===== src/hw/led_fault_supervisor_regs.vh =====
// register map, field positions, reset values and timing counts of the led fault supervisor
// Overview of operation
// RULE_01: die over shutdown threshold stops boost and sinks
// RULE_02: restart only after cooling below restart level; code needs cool_s to leave ST_THERM, not to enter ST_RUN from other states
// RULE_03: one writable bit enables thermal current derating
// RULE_04: derating starts within margin below shutdown
// RULE_05: derating enable resets to off
// RULE_06: first enable runs pin check before soft start
// RULE_07: pin below short level counts as grounded
// RULE_08: pin above in-use level counts as used
// RULE_09: pin between both levels counts as unused
// RULE_10: host may disable channels one by one
// RULE_11: unused or disabled channels leave regulation and feedback
// RULE_12: grounded pin at check holds soft start
// RULE_13: enabled channel below target requests more voltage
// RULE_14: overvoltage trip retests unregulated enabled channels
// RULE_15: grounded retested channel latches boost fully off
// RULE_16: grounded shutdown raises fault eleven and short bit
// RULE_17: open retested channel dropped, others keep running
// RULE_18: dropping open channel clears the fault pin
// RULE_19: dropped channel sets its latched unregulated bit
// RULE_20: latched bit zero when regulating, one on trip
// RULE_21: channel reporting tied to overvoltage fault eight
// RULE_22: startup failure to regulate handled as open pin
// RULE_23: input overcurrent latches off until enable toggles
`ifndef LED_FAULT_SUPERVISOR_REGS_VH
`define LED_FAULT_SUPERVISOR_REGS_VH

`define LFS_ADDR_UNREG_LO 8'h3a
`define LFS_ADDR_UNREG_HI 8'h3b
`define LFS_ADDR_DIS_LO 8'h40
`define LFS_ADDR_DIS_HI 8'h41
`define LFS_ADDR_CFG 8'h42
`define LFS_ADDR_FAULT 8'h43
`define LFS_ADDR_SHORT_LO 8'h44
`define LFS_ADDR_SHORT_HI 8'h45
`define LFS_ADDR_UNUSED_LO 8'h46
`define LFS_ADDR_UNUSED_HI 8'h47

`define LFS_CFG_DERATE_BIT 0
`define LFS_CFG_RESET 8'h00
`define LFS_DIS_RESET 16'h0000

`define LFS_FLT_OCP_BIT 0
`define LFS_FLT_THERM_BIT 1
`define LFS_FLT_OV_BIT 2
`define LFS_FLT_PINSHORT_BIT 3

`define LFS_CLK_NS 25
`define LFS_CHECK_NS 10000
`define LFS_CHECK_CYC ((`LFS_CHECK_NS + `LFS_CLK_NS - 1) / `LFS_CLK_NS)

`endif


===== src/hw/led_fault_supervisor.v =====
// fault supervision for a sixteen channel boost led driver
`timescale 1ns/10ps
`include "led_fault_supervisor_regs.vh"

module led_fault_supervisor (
   input wire mclk_i,
   input wire rst_n_i,
   input wire en_i,
   input wire thermal_hot_i,
   input wire thermal_cool_i,
   input wire derate_zone_i,
   input wire overvolt_trip_i,
   input wire in_ocp_i,
   input wire [15:0] pin_short_i,
   input wire [15:0] pin_inuse_i,
   input wire [15:0] in_reg_i,
   input wire [7:0] reg_addr_i,
   input wire reg_wr_i,
   input wire reg_rd_i,
   input wire [7:0] reg_wdata_i,
   output reg [7:0] reg_rdata_o,
   output reg boost_en_o,
   output reg [15:0] sink_en_o,
   output reg [15:0] fb_request_o,
   output reg input_switch_on_o,
   output reg soft_start_go_o,
   output reg derate_o,
   output reg fault_n_o,
   output reg check_busy_o
);

   localparam [7:0] ST_IDLE = 8'h01;
   localparam [7:0] ST_CHECK = 8'h02;
   localparam [7:0] ST_HOLD = 8'h04;
   localparam [7:0] ST_RUN = 8'h08;
   localparam [7:0] ST_RETEST = 8'h10;
   localparam [7:0] ST_SHORTOFF = 8'h20;
   localparam [7:0] ST_OCP = 8'h40;
   localparam [7:0] ST_THERM = 8'h80;
   localparam [31:0] CHECK_FULL = `LFS_CHECK_CYC;
   localparam [8:0] CHECK_CYC = CHECK_FULL[8:0];

   function [7:0] byte_sel;
      input [15:0] v;
      input hi;
      begin
         byte_sel = hi ? v[15:8] : v[7:0];
      end
   endfunction

   ////////////////////////////////////////////////////////////////////////
   // input synchronisers

   wire [53:0] raw_in;
   reg [53:0] sync1;
   reg [53:0] sync2;

   assign raw_in = {en_i, thermal_hot_i, thermal_cool_i, derate_zone_i, overvolt_trip_i, in_ocp_i,
                    pin_short_i, pin_inuse_i, in_reg_i};

   always @(posedge mclk_i or negedge rst_n_i) begin
      if (!rst_n_i) begin
         sync1 <= 54'h0;
         sync2 <= 54'h0;
      end else begin
         sync1 <= raw_in;
         sync2 <= sync1;
      end
   end

   wire en_s = sync2[53];
   wire hot_s = sync2[52];
   wire cool_s = sync2[51];
   wire zone_s = sync2[50];
   wire ov_s = sync2[49];
   wire ocp_s = sync2[48];
   wire [15:0] short_s = sync2[47:32];
   wire [15:0] inuse_s = sync2[31:16];
   wire [15:0] inreg_s = sync2[15:0];

   ////////////////////////////////////////////////////////////////////////
   // state

   reg [7:0] state;
   reg [7:0] next_state;
   reg [8:0] chk_cnt;
   reg first_done;
   reg [15:0] unused;
   reg [15:0] removed;
   reg [15:0] unreg_latch;
   reg [15:0] short_latch;
   reg [15:0] dis;
   reg [7:0] cfg;
   reg ov_flag;
   reg thermal_flag;
   reg ocp_flag;
   reg pinshort_flag;

   wire [15:0] active = ~unused & ~dis & ~removed; // see RULE_11
   wire [15:0] suspects = active & ~inreg_s; // see RULE_14
   wire suspect_short = |(suspects & short_s);
   wire running = (state == ST_RUN) || (state == ST_RETEST);
   wire power_on = running && !hot_s; // see RULE_01

   always @* begin
      next_state = state;
      case (state)
         ST_IDLE: begin
            if (en_s) begin
               if (!first_done) begin
                  next_state = ST_CHECK; // see RULE_06
               end else begin
                  next_state = ST_RUN;
               end
            end
         end
         ST_CHECK: begin
            if (chk_cnt == CHECK_CYC) begin
               if (|short_s) begin
                  next_state = ST_HOLD; // see RULE_12
               end else begin
                  next_state = ST_RUN;
               end
            end
         end
         ST_HOLD: begin
            if (!(|short_s)) begin
               next_state = ST_RUN; // see RULE_12
            end
         end
         ST_RUN: begin
            if (hot_s) begin
               next_state = ST_THERM; // see RULE_01
            end else if (ov_s) begin
               next_state = ST_RETEST; // see RULE_14
            end
         end
         ST_RETEST: begin
            if (suspect_short) begin
               next_state = ST_SHORTOFF; // see RULE_15
            end else begin
               next_state = ST_RUN; // see RULE_17
            end
         end
         ST_THERM: begin
            if (cool_s && !hot_s) begin
               next_state = ST_RUN; // see RULE_02
            end
         end
         ST_SHORTOFF: begin
            next_state = ST_SHORTOFF;
         end
         ST_OCP: begin
            next_state = ST_OCP; // see RULE_23
         end
         default: begin
            next_state = ST_IDLE;
         end
      endcase
      if (state != ST_OCP && ocp_s) begin
         next_state = ST_OCP; // see RULE_23
      end
      if (!en_s) begin
         next_state = ST_IDLE; // see RULE_23
      end
   end

   always @(posedge mclk_i or negedge rst_n_i) begin
      if (!rst_n_i) begin
         state <= ST_IDLE;
         chk_cnt <= 9'h000;
         first_done <= 1'b0;
         unused <= 16'h0000;
      end else begin
         state <= next_state;
         if (state == ST_CHECK) begin
            chk_cnt <= chk_cnt + 9'h001;
         end else begin
            chk_cnt <= 9'h000;
         end
         if (state == ST_CHECK && chk_cnt == CHECK_CYC) begin
            first_done <= 1'b1;
            unused <= ~short_s & ~inuse_s; // see RULE_07 see RULE_08 see RULE_09
         end
      end
   end

   ////////////////////////////////////////////////////////////////////////
   // fault latches, cleared while enable is low; the thermal flag also clears on cool

   always @(posedge mclk_i or negedge rst_n_i) begin
      if (!rst_n_i) begin
         removed <= 16'h0000;
         unreg_latch <= 16'h0000;
         short_latch <= 16'h0000;
         ov_flag <= 1'b0;
         thermal_flag <= 1'b0;
         ocp_flag <= 1'b0;
         pinshort_flag <= 1'b0;
      end else if (!en_s) begin
         removed <= 16'h0000;
         unreg_latch <= 16'h0000;
         short_latch <= 16'h0000;
         ov_flag <= 1'b0;
         thermal_flag <= 1'b0;
         ocp_flag <= 1'b0;
         pinshort_flag <= 1'b0;
      end else begin
         if (state == ST_RUN && ov_s) begin
            ov_flag <= 1'b1; // see RULE_21
         end
         if (state == ST_RETEST) begin
            if (suspect_short) begin
               short_latch <= short_latch | (suspects & short_s); // see RULE_16
               pinshort_flag <= 1'b1; // see RULE_16
            end else begin
               removed <= removed | suspects; // see RULE_17 see RULE_22
               unreg_latch <= unreg_latch | suspects; // see RULE_19 see RULE_20
               ov_flag <= 1'b0; // see RULE_18
            end
         end
         // heat seen in any enabled state latches, so it stays set after a check until cool is seen
         if (hot_s) begin
            thermal_flag <= 1'b1;
         end else if (cool_s) begin
            thermal_flag <= 1'b0; // see RULE_02
         end
         if (ocp_s) begin
            ocp_flag <= 1'b1; // see RULE_23
         end
      end
   end

   ////////////////////////////////////////////////////////////////////////
   // register port

   always @(posedge mclk_i or negedge rst_n_i) begin
      if (!rst_n_i) begin
         dis <= `LFS_DIS_RESET;
         cfg <= `LFS_CFG_RESET; // see RULE_05
      end else if (reg_wr_i) begin
         case (reg_addr_i)
            `LFS_ADDR_DIS_LO: begin
               dis[7:0] <= reg_wdata_i; // see RULE_10
            end
            `LFS_ADDR_DIS_HI: begin
               dis[15:8] <= reg_wdata_i; // see RULE_10
            end
            `LFS_ADDR_CFG: begin
               cfg <= {7'h00, reg_wdata_i[`LFS_CFG_DERATE_BIT]}; // see RULE_03
            end
            default: begin
               cfg <= cfg;
            end
         endcase
      end
   end

   reg [7:0] rd_mux;

   always @* begin
      case (reg_addr_i)
         `LFS_ADDR_UNREG_LO: begin
            rd_mux = byte_sel(unreg_latch, 1'b0); // see RULE_19
         end
         `LFS_ADDR_UNREG_HI: begin
            rd_mux = byte_sel(unreg_latch, 1'b1); // see RULE_19
         end
         `LFS_ADDR_DIS_LO: begin
            rd_mux = byte_sel(dis, 1'b0);
         end
         `LFS_ADDR_DIS_HI: begin
            rd_mux = byte_sel(dis, 1'b1);
         end
         `LFS_ADDR_CFG: begin
            rd_mux = cfg;
         end
         `LFS_ADDR_FAULT: begin
            rd_mux = {4'h0, pinshort_flag, ov_flag, thermal_flag, ocp_flag}; // see RULE_21
         end
         `LFS_ADDR_SHORT_LO: begin
            rd_mux = byte_sel(short_latch, 1'b0); // see RULE_16
         end
         `LFS_ADDR_SHORT_HI: begin
            rd_mux = byte_sel(short_latch, 1'b1); // see RULE_16
         end
         `LFS_ADDR_UNUSED_LO: begin
            rd_mux = byte_sel(unused, 1'b0);
         end
         `LFS_ADDR_UNUSED_HI: begin
            rd_mux = byte_sel(unused, 1'b1);
         end
         default: begin
            rd_mux = 8'h00;
         end
      endcase
   end

   always @(posedge mclk_i or negedge rst_n_i) begin
      if (!rst_n_i) begin
         reg_rdata_o <= 8'h00;
      end else if (reg_rd_i) begin
         reg_rdata_o <= rd_mux;
      end
   end

   ////////////////////////////////////////////////////////////////////////
   // per channel enables

   wire [15:0] next_sink;
   wire [15:0] next_fb;
   genvar ch;

   generate
      for (ch = 0; ch < 16; ch = ch + 1) begin : g_chan
         // a channel drives and requests only while powered and still active
         assign next_sink[ch] = power_on & active[ch]; // see RULE_11
         assign next_fb[ch] = power_on & active[ch] & ~inreg_s[ch]; // see RULE_13
      end
   endgenerate

   ////////////////////////////////////////////////////////////////////////
   // power stage controls

   always @(posedge mclk_i or negedge rst_n_i) begin
      if (!rst_n_i) begin
         boost_en_o <= 1'b0;
         sink_en_o <= 16'h0000;
         fb_request_o <= 16'h0000;
         input_switch_on_o <= 1'b0;
         soft_start_go_o <= 1'b0;
         derate_o <= 1'b0;
         fault_n_o <= 1'b1;
         check_busy_o <= 1'b0;
      end else begin
         // boost and sinks off outside run and retest, incl. thermal and latched states
         boost_en_o <= power_on; // see RULE_01 see RULE_15 see RULE_23
         sink_en_o <= next_sink; // see RULE_01 see RULE_11
         fb_request_o <= next_fb; // see RULE_13
         input_switch_on_o <= en_s && state != ST_OCP && !ocp_s; // see RULE_23
         soft_start_go_o <= running; // see RULE_12
         derate_o <= running && cfg[`LFS_CFG_DERATE_BIT] && zone_s; // see RULE_04
         fault_n_o <= !(ocp_flag || thermal_flag || ov_flag || pinshort_flag); // see RULE_18 see RULE_23
         check_busy_o <= (state == ST_CHECK) || (state == ST_HOLD);
      end
   end

endmodule // led_fault_supervisor


===== config.mk =====
export PLATFORM = sky130hd
export DESIGN_NAME = led_fault_supervisor
export DESIGN_NICKNAME = d
export VERILOG_FILES = /design/src/hw/led_fault_supervisor.v
export VERILOG_INCLUDE_DIRS = /design/src /design/src/hw
export SDC_FILE = /design/constraint.sdc
export NUM_CORES = 1
export LEC_CHECK = 0
export BUFFER_PORTS_ARGS = -buffer_cell sky130_fd_sc_hd__buf_2
export CAP_MARGIN = 20
export CORE_AREA = 2 2 186 133
export DETAILED_ROUTE_END_ITERATION = 12
export DIE_AREA = 0 0 188 135
export PLACE_DENSITY = 0.59
export SYNTH_ARGS = -nofsm -noshare
export SYNTH_HDL_FRONTEND = slang
export SYNTH_SLANG_ARGS = --single-unit

===== constraint.sdc =====
create_clock -name mclk_i -period 1.9 [get_ports mclk_i]
set_input_delay 0 -clock mclk_i [delete_from_list [all_inputs] [get_ports mclk_i]]
set_output_delay 0 -clock mclk_i [all_outputs]
set_load 0.02 [all_outputs]

# Word level (Yosys, flattened, before mapping)
# Cells that the tools add are included.
# op_classes
reduce_logical	25
muxes	34
eq_ne	29
add_sub_neg	1
bitwise	62
# ops
operator	count
$mux W16	9
$not A16 Y16	6
$and A16 B16 Y16	5
$pmux W8 S10	1
$eq A8 B7 Y1 const B	9
$pmux W8 S8	1
$mux W8	7
$or A16 B16 Y16	3
$and A1 B1 Y1	32
$reduce_or A16 Y1	2
$eq A8 B6 Y1 const B	3
$not A1 Y1	16
$mux W1	12
$ne A4 B4 Y1 const B	3
$reduce_and A2 Y1	5
$add A9 B1 Y9 const B	1
$eq A9 B9 Y1 const B	1
$logic_and A1 B1 Y1	9
$mux W9	1
$eq A8 B1 Y1 const B	1
$eq A8 B2 Y1 const B	1
$eq A8 B3 Y1 const B	1
$eq A8 B4 Y1 const B	1
$eq A8 B5 Y1 const B	1
11 further kinds	20
# totals
out_inout_bits	46
register_bits	257

# Logic depth before layout (Yosys ltp)
# Gate-level depths: netlist of run 1.
# logic_depth
word_depth	10
depth_mapped	9
ltp_nobuf	8

# Least setup slack after synthesis of run 1
# Ideal clock, no wire load.
# synth_timing
path_type	flip-flop to flip-flop
startpoint	reg state[1]
endpoint	reg state[2]
synth_period_minus_slack_ps	1753
t_arrival_ps	1660
setup_ps	94
setup_slack_ps	147
path_stages_with_launch	9
cell_sequence	dfrtp_1 > buf_6 > nor4_4 > nand3_2 > nand2_1 > nor4_1 > nor3_2 > nand2_1 > a211oi_1
# synth_via
elab_chain_len	4
word_cells_on_any_way	18
cone_classes	eq/ne: 13; mux: 3; reduce/logical: 2
# synth_rtl
item	line	text
start, declared	led_fault_supervisor.v:84	reg [7:0] state;
start signal, assigned	led_fault_supervisor.v:175	state <= next_state;
$eq A8 B7 Y1 (tied with other cells)	led_fault_supervisor.v:107	case (state)
$pmux W8 S8 or $logic_and A1 B1 Y1 (tied branches)	led_fault_supervisor.v:107, led_fault_supervisor.v:160	
$mux W8 (tied with other cells)	led_fault_supervisor.v:160	if (state != ST_OCP && ocp_s) begin
$mux W8 or $reduce_and A4 Y1 (tied branches)	n/a	
# Parallel ways exist; a longest one is shown, timed or not.
# A chain may end at the register's enable or synchronous reset.

# Final worst setup path of run 1
# layout_timing
startpoint	reg state[2]
endpoint	reg state[2]
# The elaborated chain is that of the path after synthesis.

==> results of run 1 <==
==> where the power goes <==
group | total (mW) | switching (mW) | leakage, nW | internal (mW)
combinational | 0.755 | 0.395 | 2.45 | 0.360
clock | 5.03 | 2.11 | 0.412 | 2.91
sequential | 5.74 | 0.116 | 3.32 | 5.63
total | 11.5 | 2.62 | 6.18 | 8.90
==> placed cells by master, fill, tap and decap left out, drive strengths merged, types with 14 or more instances in the layout <==
cell type,netlist,final
dfrtp,255,255
buf,12,228
nand2,100,100
dlygate4sd3,0,65
nor4,43,43
o21ai,41,41
clkbuf,19,34
nor2,33,33
mux2,26,26
and3,22,22
o31ai,17,17
a21oi,16,16
nor2b,14,14
==> kinds of logic (layout without fill, tap and decap cells) <==
family | count (synthesis) | in the layout
buffers and inverters | 42 | 352
multiplexers | 36 | 36
AND/OR/NAND/NOR | 263 | 263
adder cells (fa/ha/maj) | 2 | 2
flip-flops | 257 | 257
AO/OA/AOI/OAI | 121 | 121
XOR/XNOR | 8 | 8
==> worst max path at each step <==
stage / start / cells past startpoint / slack, ns / end
6_report: state[2]$_DFFE_PN0P_ / 8 / -0.02 / state[2]$_DFFE_PN0P_
5_1_grt: state[2]$_DFFE_PN0P_ / 8 / -0.09 / state[2]$_DFFE_PN0P_
4_1_cts: sync2[39]$_DFF_PN0_ / 7 / 0.001 / state[4]$_DFFE_PN0P_
3_5_place_dp: dis[9]$_DFFE_PN0P_ / 7 / -0.15 / state[3]$_DFFE_PN0P_
3_3_place_gp: unused[9]$_DFFE_PN0P_ / 7 / -0.15 / state[3]$_DFFE_PN0P_
2_1_floorplan: state[1]$_DFFE_PN0P_ / 8 / 0.15 / state[2]$_DFFE_PN0P_
==> through the flow <==
| stage | hold slack [ns] | area, um^2 | setup TNS (ns) |
|---|---|---|---|
| after floorplan | -0.296 | 9320 | 0 |
| after global placement | -0.0574 | 11000 | -0.250 |
| after detailed placement | -0.0588 | 11000 | -1.06 |
| after CTS | 0.00496 | 12500 | 0 |
| after global routing | 0.0329 | 13000 | -1.29 |
| final | 0.0329 | 13000 | -0.0166 |
==> per-layer routing <==
metal / track usage (%) / share of wire (%) / up-vias
met5: 0 / 0 / -
met1: 31.6 / 49 / 3413
li1: - / - / 3174
met4: 4.55 / 1.4 / 0
met3: 4.11 / 7.6 / 26
met2: 27.8 / 42 / 272
==> synth_stat cells, drive strengths merged, types with 12 or more instances <==
cell,instances
buf,12
nor2b,14
mux2,26
o21ai,41
o31ai,17
dfrtp,255
nand3,13
clkbuf,19
nand2,100
nor4,43
nor2,33
and3,22
a21oi,16
==> flip-flops by register name, indices dropped and copies added (netlist names), 8 cells and up <==
| signal | count |
|---|---|
| sync1 | 54 |
| sync2 | 54 |
| dis | 16 |
| fb_request_o | 16 |
| removed | 16 |
| short_latch | 16 |
| sink_en_o | 16 |
| unreg_latch | 16 |
| unused | 16 |
| chk_cnt | 9 |
| reg_rdata_o | 8 |
| state | 8 |
==> cell type report <==
cell class	instances	area (um^2)	area share, %
flip-flops and latches	257	6440	49.6
multi-input cells	430	3040	23.4
repair buffers	295	2220	17.1
clock buffers	32	702	5.41
well taps	318	398	3.06
clock inverters	14	150	1.16
inverters	11	41.3	0.318
==> critical path, stage by stage, from the launching register on <==
cell,delay [ns]
dfrtp_1,0.42
nor4_4,0.26
buf_4,0.19
nand2_1,0.10
o21ai_2,0.24
nor4_4,0.08
nor3_4,0.23
nand2_1,0.12
a211oi_2,0.20
==> repair_timing <==
action | in CTS | in global routing
pin swaps | 10 | 23
gates cloned | 0 | 3
setup buffers | 5 | 9
resized for setup | 11 | 71
hold buffers | 65 | 0
setup endpoints to repair | 28 | 60
endpoints found under the hold margin | 334 | 0
==> summary.md, run 1 <==
| Metric | Value |
|---|---|
| Routability Congestion | `0.844` |
| Cells on Worst Hold Path | `3` |
| Final ANT Viol Nets | `0` |
| Cell area after synthesis | `9320 um^2` |
| GRT Resource Usage Total | `about a fifth` |
| Final setup fails | `1` |
| Post-synth ARST share | `100%` |
| Drt drc | `0` |
| R2R cell count | `8` |
| Synth top area share | `68.5%` |
| Post-synth top area cell | `dfrtp_1` |
| Placed insts | `1229` |
| Worst skew pair latency | `0.52 ns` |
| Worst Setup End Kind | `register` |
| Mapped Avg Cell Area | `12.8 um^2` |
| Initial antenna violation count | `0` |
| Die Span Y | `between 100 and 150 um` |
| R2r setup slk | `-0.02 ns` |
| RSZ-0062 raised after global routing | `true` |
| Sequential area share after synthesis | `69.1%` |
| Largest net degree at the start of global routing | `66` |
| Mux contribution to synthesized area | `4.62%` |
| Max-cap violations | `0` |
| Worst slack, placed | `-0.154 ns` |
| Vias in the first global route | `between 6000 and 7000` |
| Peak fanout along the critical path | `4` |
| CP arrival | `2.34 ns` |
| Boundary Pins | `between 100 and 150` |
| CTS Root Cell | `clkbuf_16` |
| First-pass GRT wire length | `38.9 mm` |
| Die area | `25400 um^2` |
| Mapped Cells | `between 700 and 800` |
| Post-Synth Simple-Gate Area | `15.3%` |
| CP Data Required Time | `2.32 ns` |
| Site row count | `47` |
| Crit Path Category | `register to register` |
| Synth Area in Compound Gates | `8.05%` |
| Total power | `11.5 mW` |
| Period utilisation layout | `101%` |
| Worst Hold Class | `input pin to register` |
| Initial Util | `39.7%` |
| Post-route setup slack | `-0.0166 ns` |
| Failing checks | `setup timing` |
| Post-detail-place hpwl | `17.1 mm` |
| Synth Flop Type | `dfrtp_1` |
| Total Wirelength | `25.3 mm` |
| Synth cell types | `54` |
| Worst-Margin Slew | `0.632 ns` |
| Layout cells sized above 1 | `35.7%` |
| Fin. Hold Viols | `0` |
| Number of fill cells | `1956` |
| Status | `finished with violations` |
| Worst VDD drop | `0.000604 V` |
| Port Buffers | `119` |
| Number of synthesized flops with an enable pin | `0` |
| Core Util, Final | `~55%` |
| CTS HTree Levels | `1` |
| Clk slew on worst S/H paths | `0.06 ns` |
| Post-Layout Cell Count | `1357` |
| Num CTS Buffers | `25` |
| RR Endpoint | `state[2]$_DFFE_PN0P_` |
| Via count | `a little under 7000` |
| Slew HR | `between 50 and 60%` |
| Ant diodes | `0` |
| Adder-cell area share of the yosys netlist | `0.269%` |
| Yosys warning total | `0` |
| Xor and xnor fraction of the mapped netlist area | `0.752%` |
| Clock sink total | `between 200 and 300` |
| Initial DRT Pass Iterations | `5` |
| Core ar. | `23500 um^2` |
| Achievable frequency | `522 MHz` |
| Area Growth Syn to Fin | `39.4%` |
| Synth area leaders | `dfrtp_1 (69%), nand2_1 (3.9%), mux2_2 (3.1%)` |
| Net Count, Synth | `805` |
| Gr ovfl total | `0` |
| Lkg Pwr | `roughly 6 nW` |
| Deepest clock path buffer count | `3` |
| Min Clock Period, post-route | `1.92 ns` |
| RR Startpoint | `state[2]$_DFFE_PN0P_` |
| Final Skew | `0.0181 ns` |
| Power per cell area | `887 nW/um^2` |
| First DRT Iteration DRCs | `510` |
| Vias per std cell | `5.07` |
| Largest family of logic cells by synthesized area | `simple AND/OR/NAND/NOR gates` |
| Yosys reg bits | `~260` |
| CTS tree | `done` |
| Die width | `188 um` |
| Hold Crit Start | `reg_wr_i` |
| Hold Crit Endpoint | `cfg[0]$_DFFE_PN0P_` |
| Max-slew violations | `0` |
| Nets | `1096` |
| WL/cell | `between 15 and 20 um` |
| Startpoint Class | `register` |
Power figures use the tool's default switching activity.
==> run 2: changes to the inputs <==
clock period = 2 ns   (was 1.9 ns; I/O delays follow)
==> summary.md, run 2 (synthesis results as in run 1) <==
| Metric | Value |
|---|---|
| Status | `finished clean` |
| Slowest stage delay, CP | `around 0.45 ns` |
| Vias per std cell | `between 5 and 6` |
| Internal Pwr Total | `between 8 and 9 mW` |
| Worst Setup End Kind | `register` |
| CTS Root Cell | `clkbuf_16` |
| CP Data Required Time | `2.44 ns` |
| Placed insts | `roughly 1200` |
| Drt drc | `0` |
| CP arrival | `2.38 ns` |
| Nets | `between 1000 and 1500` |
| Ant diodes | `0` |
| Num CTS Buffers | `26` |
| Final Skew | `between 0.02 and 0.025 ns` |
| Worst VDD drop | `0.000573 V` |
| Power per cell area | `896 nW/um^2` |
| Critical-path cell list | `nor4_4, nand2_2, o21ai_1, nor4_2, nor3_4, nand3_1, nor3_2` |
| Most frequent cells in the layout | `dfrtp_1 (252), buf_2 (118), nand2_1 (95), dlygate4sd3_1 (66), buf_4 (63)` |
| Area Growth Syn to Fin | `33.9%` |
| GRT Resource Usage Total | `19.6%` |
| Worst-Margin Slew | `0.673 ns` |
| Die width | `188 um` |
| Vias in the first global route | `6586` |
| Initial antenna violation count | `0` |
| Sw frac | `22.4%` |
| R2r setup slk | `0.07 ns` |
| Startpoint Class | `register` |
| Combinational share of power | `5.8%` |
| Fin. Hold Viols | `0` |
| Core ar. | `23500 um^2` |
| Largest regs | `sync1: 54 flops, sync2: 54 flops` |
| Commonest non-fill, non-tap cell in the layout | `dfrtp_1` |
| Core Util, Final | `53.2%` |
| Port Buffers | `119` |
| Initial DRT Pass Iterations | `5` |
| Routability Congestion | `0.882` |
| Via count | `between 6000 and 7000` |
| Site row count | `47` |
| Footprint of the multi-input gates | `~2800 um^2` |
| Worst slack, placed | `-0.0323 ns` |
| Die area | `between 20000 and 30000 um^2` |
| Worst skew pair latency | `~0.54 ns` |
| Final ANT Viol Nets | `0` |
| Gr ovfl total | `0` |
| RR Startpoint | `state[6]$_DFFE_PN0P_` |
| Seq. cell area | `6440 um^2` |
| WL/cell | `18.5 um` |
| First-pass GRT wire length | `about 38 mm` |
| Clk slew on worst S/H paths | `roughly 0.060 ns` |
| Achievable frequency | `approximately 520 MHz` |
| First DRT Iteration DRCs | `between 500 and 600` |
| Clk pwr share | `a little under half` |
| Lkg Pwr | `5.93 nW` |
| R2R cell count | `7` |
| Cells on Worst Hold Path | `6` |
| CTS HTree Levels | `1` |
| Clock sink total | `257` |
| Hold Crit Endpoint | `reg_rdata_o[7]$_DFFE_PN0P_` |
| Peak fanout along the critical path | `4` |
| Final setup fails | `0` |
| Post-route setup slack | `around 0.066 ns` |
| Boundary Pins | `120` |
| RR Endpoint | `state[4]$_DFFE_PN0P_` |
| Deepest clock path buffer count | `3` |
| Layout cells sized above 1 | `30.7%` |
| CTS tree | `done` |
| Total Wirelength | `approximately 24 mm` |
| Min Clock Period, post-route | `1.93 ns` |
| Slew HR | `55.1%` |
| Die Span Y | `between 100 and 150 um` |
| Worst Hold Class | `input pin to register` |
| Number of fill cells | `between 2000 and 2500` |
| Hold Crit Start | `reg_addr_i[7]` |
| Switching Power | `2.50 mW` |
| Post-detail-place hpwl | `16.5 mm` |
| Largest net degree at the start of global routing | `76` |
| Crit Path Category | `register to register` |
| Power share of the sequential group | `48.8%` |
| Period utilisation layout | `96.7%` |
| Post-Layout Cell Count | `1316` |
| Master of the slowest instance on the critical path | `nor4_4` |
| Max-cap violations | `0` |
| Max-slew violations | `0` |
| Initial Util | `39.7%` |
[run 2: cell types whose count changed in the layout (fill, tap and decap cells not counted), moves of 3 or more]
cell	before	now
clkinv_2	3	8
clkinv_4	4	1
buf_4	99	63
nand3_1	8	11
o31ai_1	7	17
buf_6	3	0
nor4_1	19	26
nand2_2	0	3
o21ai_1	11	1
o21ai_0	28	39
o31ai_2	10	0
nor4_2	18	13
[run 2: critical path, delay by kind of cell (launching register included)]
kind,cells,cell delay [ns]
compound gates,1,0.20
flops,1,0.44
simple gates,6,1.20
[run 2: layer usage]
metal	share of wire [%]	wire [um]	vias up	track usage (%)
met5	0	0	-	0
met4	1.7	424	0	4.55
met3	6.0	1460	29	3.74
met2	42	10100	231	27.6
met1	50	12300	3300	31.0
li1	-	-	3079	-
[run 2: how the worst max path moves through the flow]
| stage | from | end | slack, ns | cells after the start |
|---|---|---|---|---|
| floorplan | state[1]$_DFFE_PN0P_ | state[2]$_DFFE_PN0P_ | 0.25 | 8 |
| global placement | state[1]$_DFFE_PN0P_ | state[2]$_DFFE_PN0P_ | 0.02 | 6 |
| detailed placement | state[1]$_DFFE_PN0P_ | state[2]$_DFFE_PN0P_ | -0.03 | 6 |
| CTS | state[1]$_DFFE_PN0P_ | state[2]$_DFFE_PN0P_ | 0.006 | 6 |
| global route | state[6]$_DFFE_PN0P_ | state[4]$_DFFE_PN0P_ | -0.06 | 7 |
| finish | state[6]$_DFFE_PN0P_ | state[4]$_DFFE_PN0P_ | 0.07 | 7 |
[run 2: layout make-up]
type	instances	share of cell area, %
clock buffer	29	5.55
sequential	257	51.6
tap	318	3.19
timing repair buffer	253	14.7
clock inverter	18	1.80
inverter	11	0.331
multi-input combinational	430	22.8
[run 2: power by group through the flow]
stage                     Sequential (mW)  Combinational [mW]  Clock [mW]
after global placement               5.55               0.523           0
after detailed placement             5.55               0.524           0
after global routing                 5.47               0.716        5.41
final                                5.46               0.647        5.07
after floorplan                      5.50               0.209           0
after CTS                            5.45               0.625        5.21
[run 2: stage by stage]
stage / total power, mW / cell area (um^2) / hold WS, ns / TNS (ns)
after global placement: 6.07 / 10700 / -0.0375 / 0
after floorplan: 5.71 / 9320 / -0.296 / 0
after detailed placement: 6.07 / 10700 / -0.0359 / -0.0351
after CTS: 11.3 / 12300 / 0.00791 / 0
final: 11.2 / 12500 / 0.0189 / 0
after global routing: 11.6 / 12500 / 0.0879 / -0.347
[run 2: timing repair]
action                                  4_1_cts  5_1_grt
setup buffers                                 0        4
endpoints found under the setup margin        3       24
gates resized for setup                       3       28
pin swaps                                     0        8
endpoints found under the hold margin       334        0
hold buffers                                 66        0
==> run 3: changes to the inputs <==
ABC_AREA = 1   (was not set)
CORE_AREA = 2 2 193 138   (was 2 2 186 133)
DIE_AREA = 0 0 195 140   (was 0 0 188 135)
==> summary.md, run 3 <==
| Metric | Value |
|---|---|
| Status | `finished with violations` |
| Failing checks | `hold timing` |
| Hold_ws | `-0.000940 ns` |
| First-pass GRT wire length | `45.9 mm` |
| Global-route met1 utilization | `34.9%` |
| Fin. Hold Viols | `1` |
| GRT busiest layer | `met1` |
| Post-Synth Simple-Gate Area | `25.1%` |
| Total Wirelength | `around 30 mm` |
| CP arrival | `2.23 ns` |
| Synth top area share | `63.4%` |
| Initial antenna violation count | `1` |
| Final setup fails | `0` |
| Mapped Cells | `1054` |
| Final ANT Viol Nets | `0` |
| Startpoint Class | `register` |
| Slew HR | `approximately 62%` |
| Vias in the first global route | `just under 8000` |
| Largest regs | `sync1: 54 flops, sync2: 54 flops` |
| Critical-path cell list | `inv_1, nand2_1, nor3_1, nand2_1, nand2_2, nand2_2, buf_12, nor4_2` |
| Lkg Pwr | `6.72 nW` |
| Initial DRT Pass Iterations | `8` |
| Master of the slowest instance on the critical path | `dfrtp_1` |
| Synth area leaders | `dfrtp_1 (63%), nand2_1 (9.3%), nand3_1 (5.1%)` |
| Via count | `8285` |
| Worst Setup End Kind | `register` |
| Core ar. | `25400 um^2` |
| Slowest stage delay, CP | `0.37 ns` |
| Vias per std cell | `5.05` |
| Post-synth ARST share | `between 90% and 100%` |
| Site row count | `49` |
| Fin Setup TNS | `0 ns` |
| Xor and xnor fraction of the mapped netlist area | `0%` |
| Largest net degree at the start of global routing | `between 60 and 70` |
| Adder-cell area share of the yosys netlist | `less than 1%` |
| Achievable frequency | `roughly 540 MHz` |
| Worst VDD drop | `0.000575 V` |
| Design area | `13000 um^2` |
| Met3 Resource Use GR | `5.01%` |
| Crit Path Category | `register to register` |
| Mux contribution to synthesized area | `0%` |
| Net Count, Synth | `1130` |
| Postcts setup bufs | `0` |
| CP Data Required Time | `2.39 ns` |
| Port Buffers | `119` |
| Worst skew pair latency | `0.54 ns` |
| CTS Root Cell | `clkbuf_16` |
| Deepest clock path buffer count | `3` |
| M2 GR Usage | `29.6%` |
| Cell area after synthesis | `10100 um^2` |
| Max-slew violations | `0` |
| Gr ovfl total | `0` |
| Commonest non-fill, non-tap cell in the layout | `dfrtp_1` |
| WL/cell | `17.9 um` |
| First DRT Iteration DRCs | `between 900 and 1000` |
| Post-synth top area cell | `dfrtp_1` |
| Num CTS Buffers | `25` |
| Clk slew on worst S/H paths | `0.06 ns` |
| Initial Util | `39.7%` |
| Number of fill cells | `2343` |
| Drt drc | `0` |
| Die width | `195 um` |
| Synth Flop Type | `dfrtp_1` |
| Min Clock Period, post-route | `1.84 ns` |
| Worst-Margin Slew | `between 0.5 and 0.6 ns` |
| Area Growth Syn to Fin | `28.9%` |
| Synth cell types | `34` |
| Nets | `1365` |
| GRT Resource Usage Total | `21.9%` |
| Synth top cells by count | `dfrtp_1 (255), nand2_1 (250), inv_1 (113), nand3_1 (103), nor2_1 (99)` |
| Number of synthesized flops with an enable pin | `0` |
| Yosys warning total | `0` |
| Largest family of logic cells by synthesized area | `simple AND/OR/NAND/NOR gates` |
| Most common cell in the synthesized netlist | `dfrtp_1` |
| CTS tree | `done` |
| Core Util, Final | `51.1%` |
| Most frequent cells in the layout | `dfrtp_1 (254), nand2_1 (250), buf_2 (118), inv_1 (113), nand3_1 (103)` |
| Layout cells sized above 1 | `between 10% and 20%` |
| Boundary Pins | `120` |
| Clock sink total | `257` |
| Power per cell area | `844 nW/um^2` |
| Sequential area share after synthesis | `63.9%` |
| Peak fanout along the critical path | `33` |
| Post-detail-place hpwl | `~21 mm` |
| Die area | `around 27000 um^2` |
| Worst Hold Class | `input pin to asynchronous set/reset pin` |
| Die Span Y | `140 um` |
| Routability Congestion | `~0.98` |
| Period utilisation layout | `~92%` |
| Mapped Avg Cell Area | `approximately 9.5 um^2` |
| Yosys reg bits | `approximately 260` |
| Synth Area in Compound Gates | `under 10%` |
| Max-cap violations | `0` |
| Dpl cell area | `around 11000 um^2` |
| CTS HTree Levels | `1` |
| Final Skew | `0.00907 ns` |
-- run 3: timing repair --
item / 4_1_cts / 5_1_grt
hold endpoints to repair: 335 / 0
hold buffers: 67 / 0
resized for setup: 0 / 11
setup endpoints to repair: 0 / 9
-- run 3: cell families after synthesis --
family                     after synthesis
buffers and inverters                  151
DFF                                    257
adders and majority gates                2
AOI/OAI and AO/OA                       86
and+or+nand+nor                        558
-- run 3: power breakdown --
group	switching, mW	internal (mW)	leakage [nW]	total (mW)
clock	2.04	2.71	0.417	4.75
combinational	0.460	0.280	2.99	0.740
sequential	0.0997	5.37	3.31	5.47
-- run 3: through the flow --
| step | cells | worst slack [ns] | power [mW] | hold slack [ns] |
|---|---|---|---|---|
| after floorplan | 1054 | 0.518 | 5.80 | -0.296 |
| after detailed placement | 1526 | 0.0784 | 6.20 | -0.0219 |
| after global placement | 1526 | 0.0477 | 6.20 | -0.0244 |
| after CTS | 1639 | 0.0352 | 11.0 | 0.0126 |
| final | 1640 | 0.163 | 11.0 | -0.000940 |
| after global routing | 1639 | -0.00923 | 11.4 | 0.0379 |
-- run 3: worst paths after layout --
path / start / endpoint / slack, ns / depth (start not counted)
setup / recovery: state[1]$_DFFE_PN0P_ / sink_en_o[10]$_DFF_PN0_ / 0.16 / 8
hold / removal: rst_n_i / sync1[48]$_DFF_PN0_ / -0.0009 / 2
setup reg to reg: state[1]$_DFFE_PN0P_ / sink_en_o[10]$_DFF_PN0_ / 0.16 / 8
hold reg to reg: sync1[3]$_DFF_PN0_ / sync2[3]$_DFF_PN0_ / 0.34 / 0
max in group asynchronous: rst_n_i / dis[8]$_DFFE_PN0P_ / 1.24 / 3
min in group mclk_i: reg_addr_i[0] / reg_rdata_o[0]$_DFFE_PN0P_ / 0.08 / 7
-- run 3: routing by layer --
| metal | share of wire (%) | vias up |
|---|---|---|
| li1 | - | 3905 |
| met1 | 48 | 3929 |
| met2 | 40 | 400 |
| met3 | 10 | 49 |
| met4 | 2.4 | 2 |
| met5 | 0.22 | - |
-- run 3: area by class of cell --
class	count	area, um^2	share of cell area (%)
Clock buffer	35	733	5.65
Antenna cell	1	2.50	0.0193
Multi-Input combinational cell	646	3080	23.7
Clock inverter	11	103	0.791
Timing Repair Buffer	241	1770	13.6
Inverter	118	443	3.41
Sequential cell	257	6430	49.6
Tap cell	331	414	3.19
-- run 3: worst max-delay path, delay by kind of cell, from the launching register on --
family	cells	cell delay (ns)
buffers and inverters	2	0.25
flip-flops	1	0.37
AND/OR/NAND/NOR	6	1.05
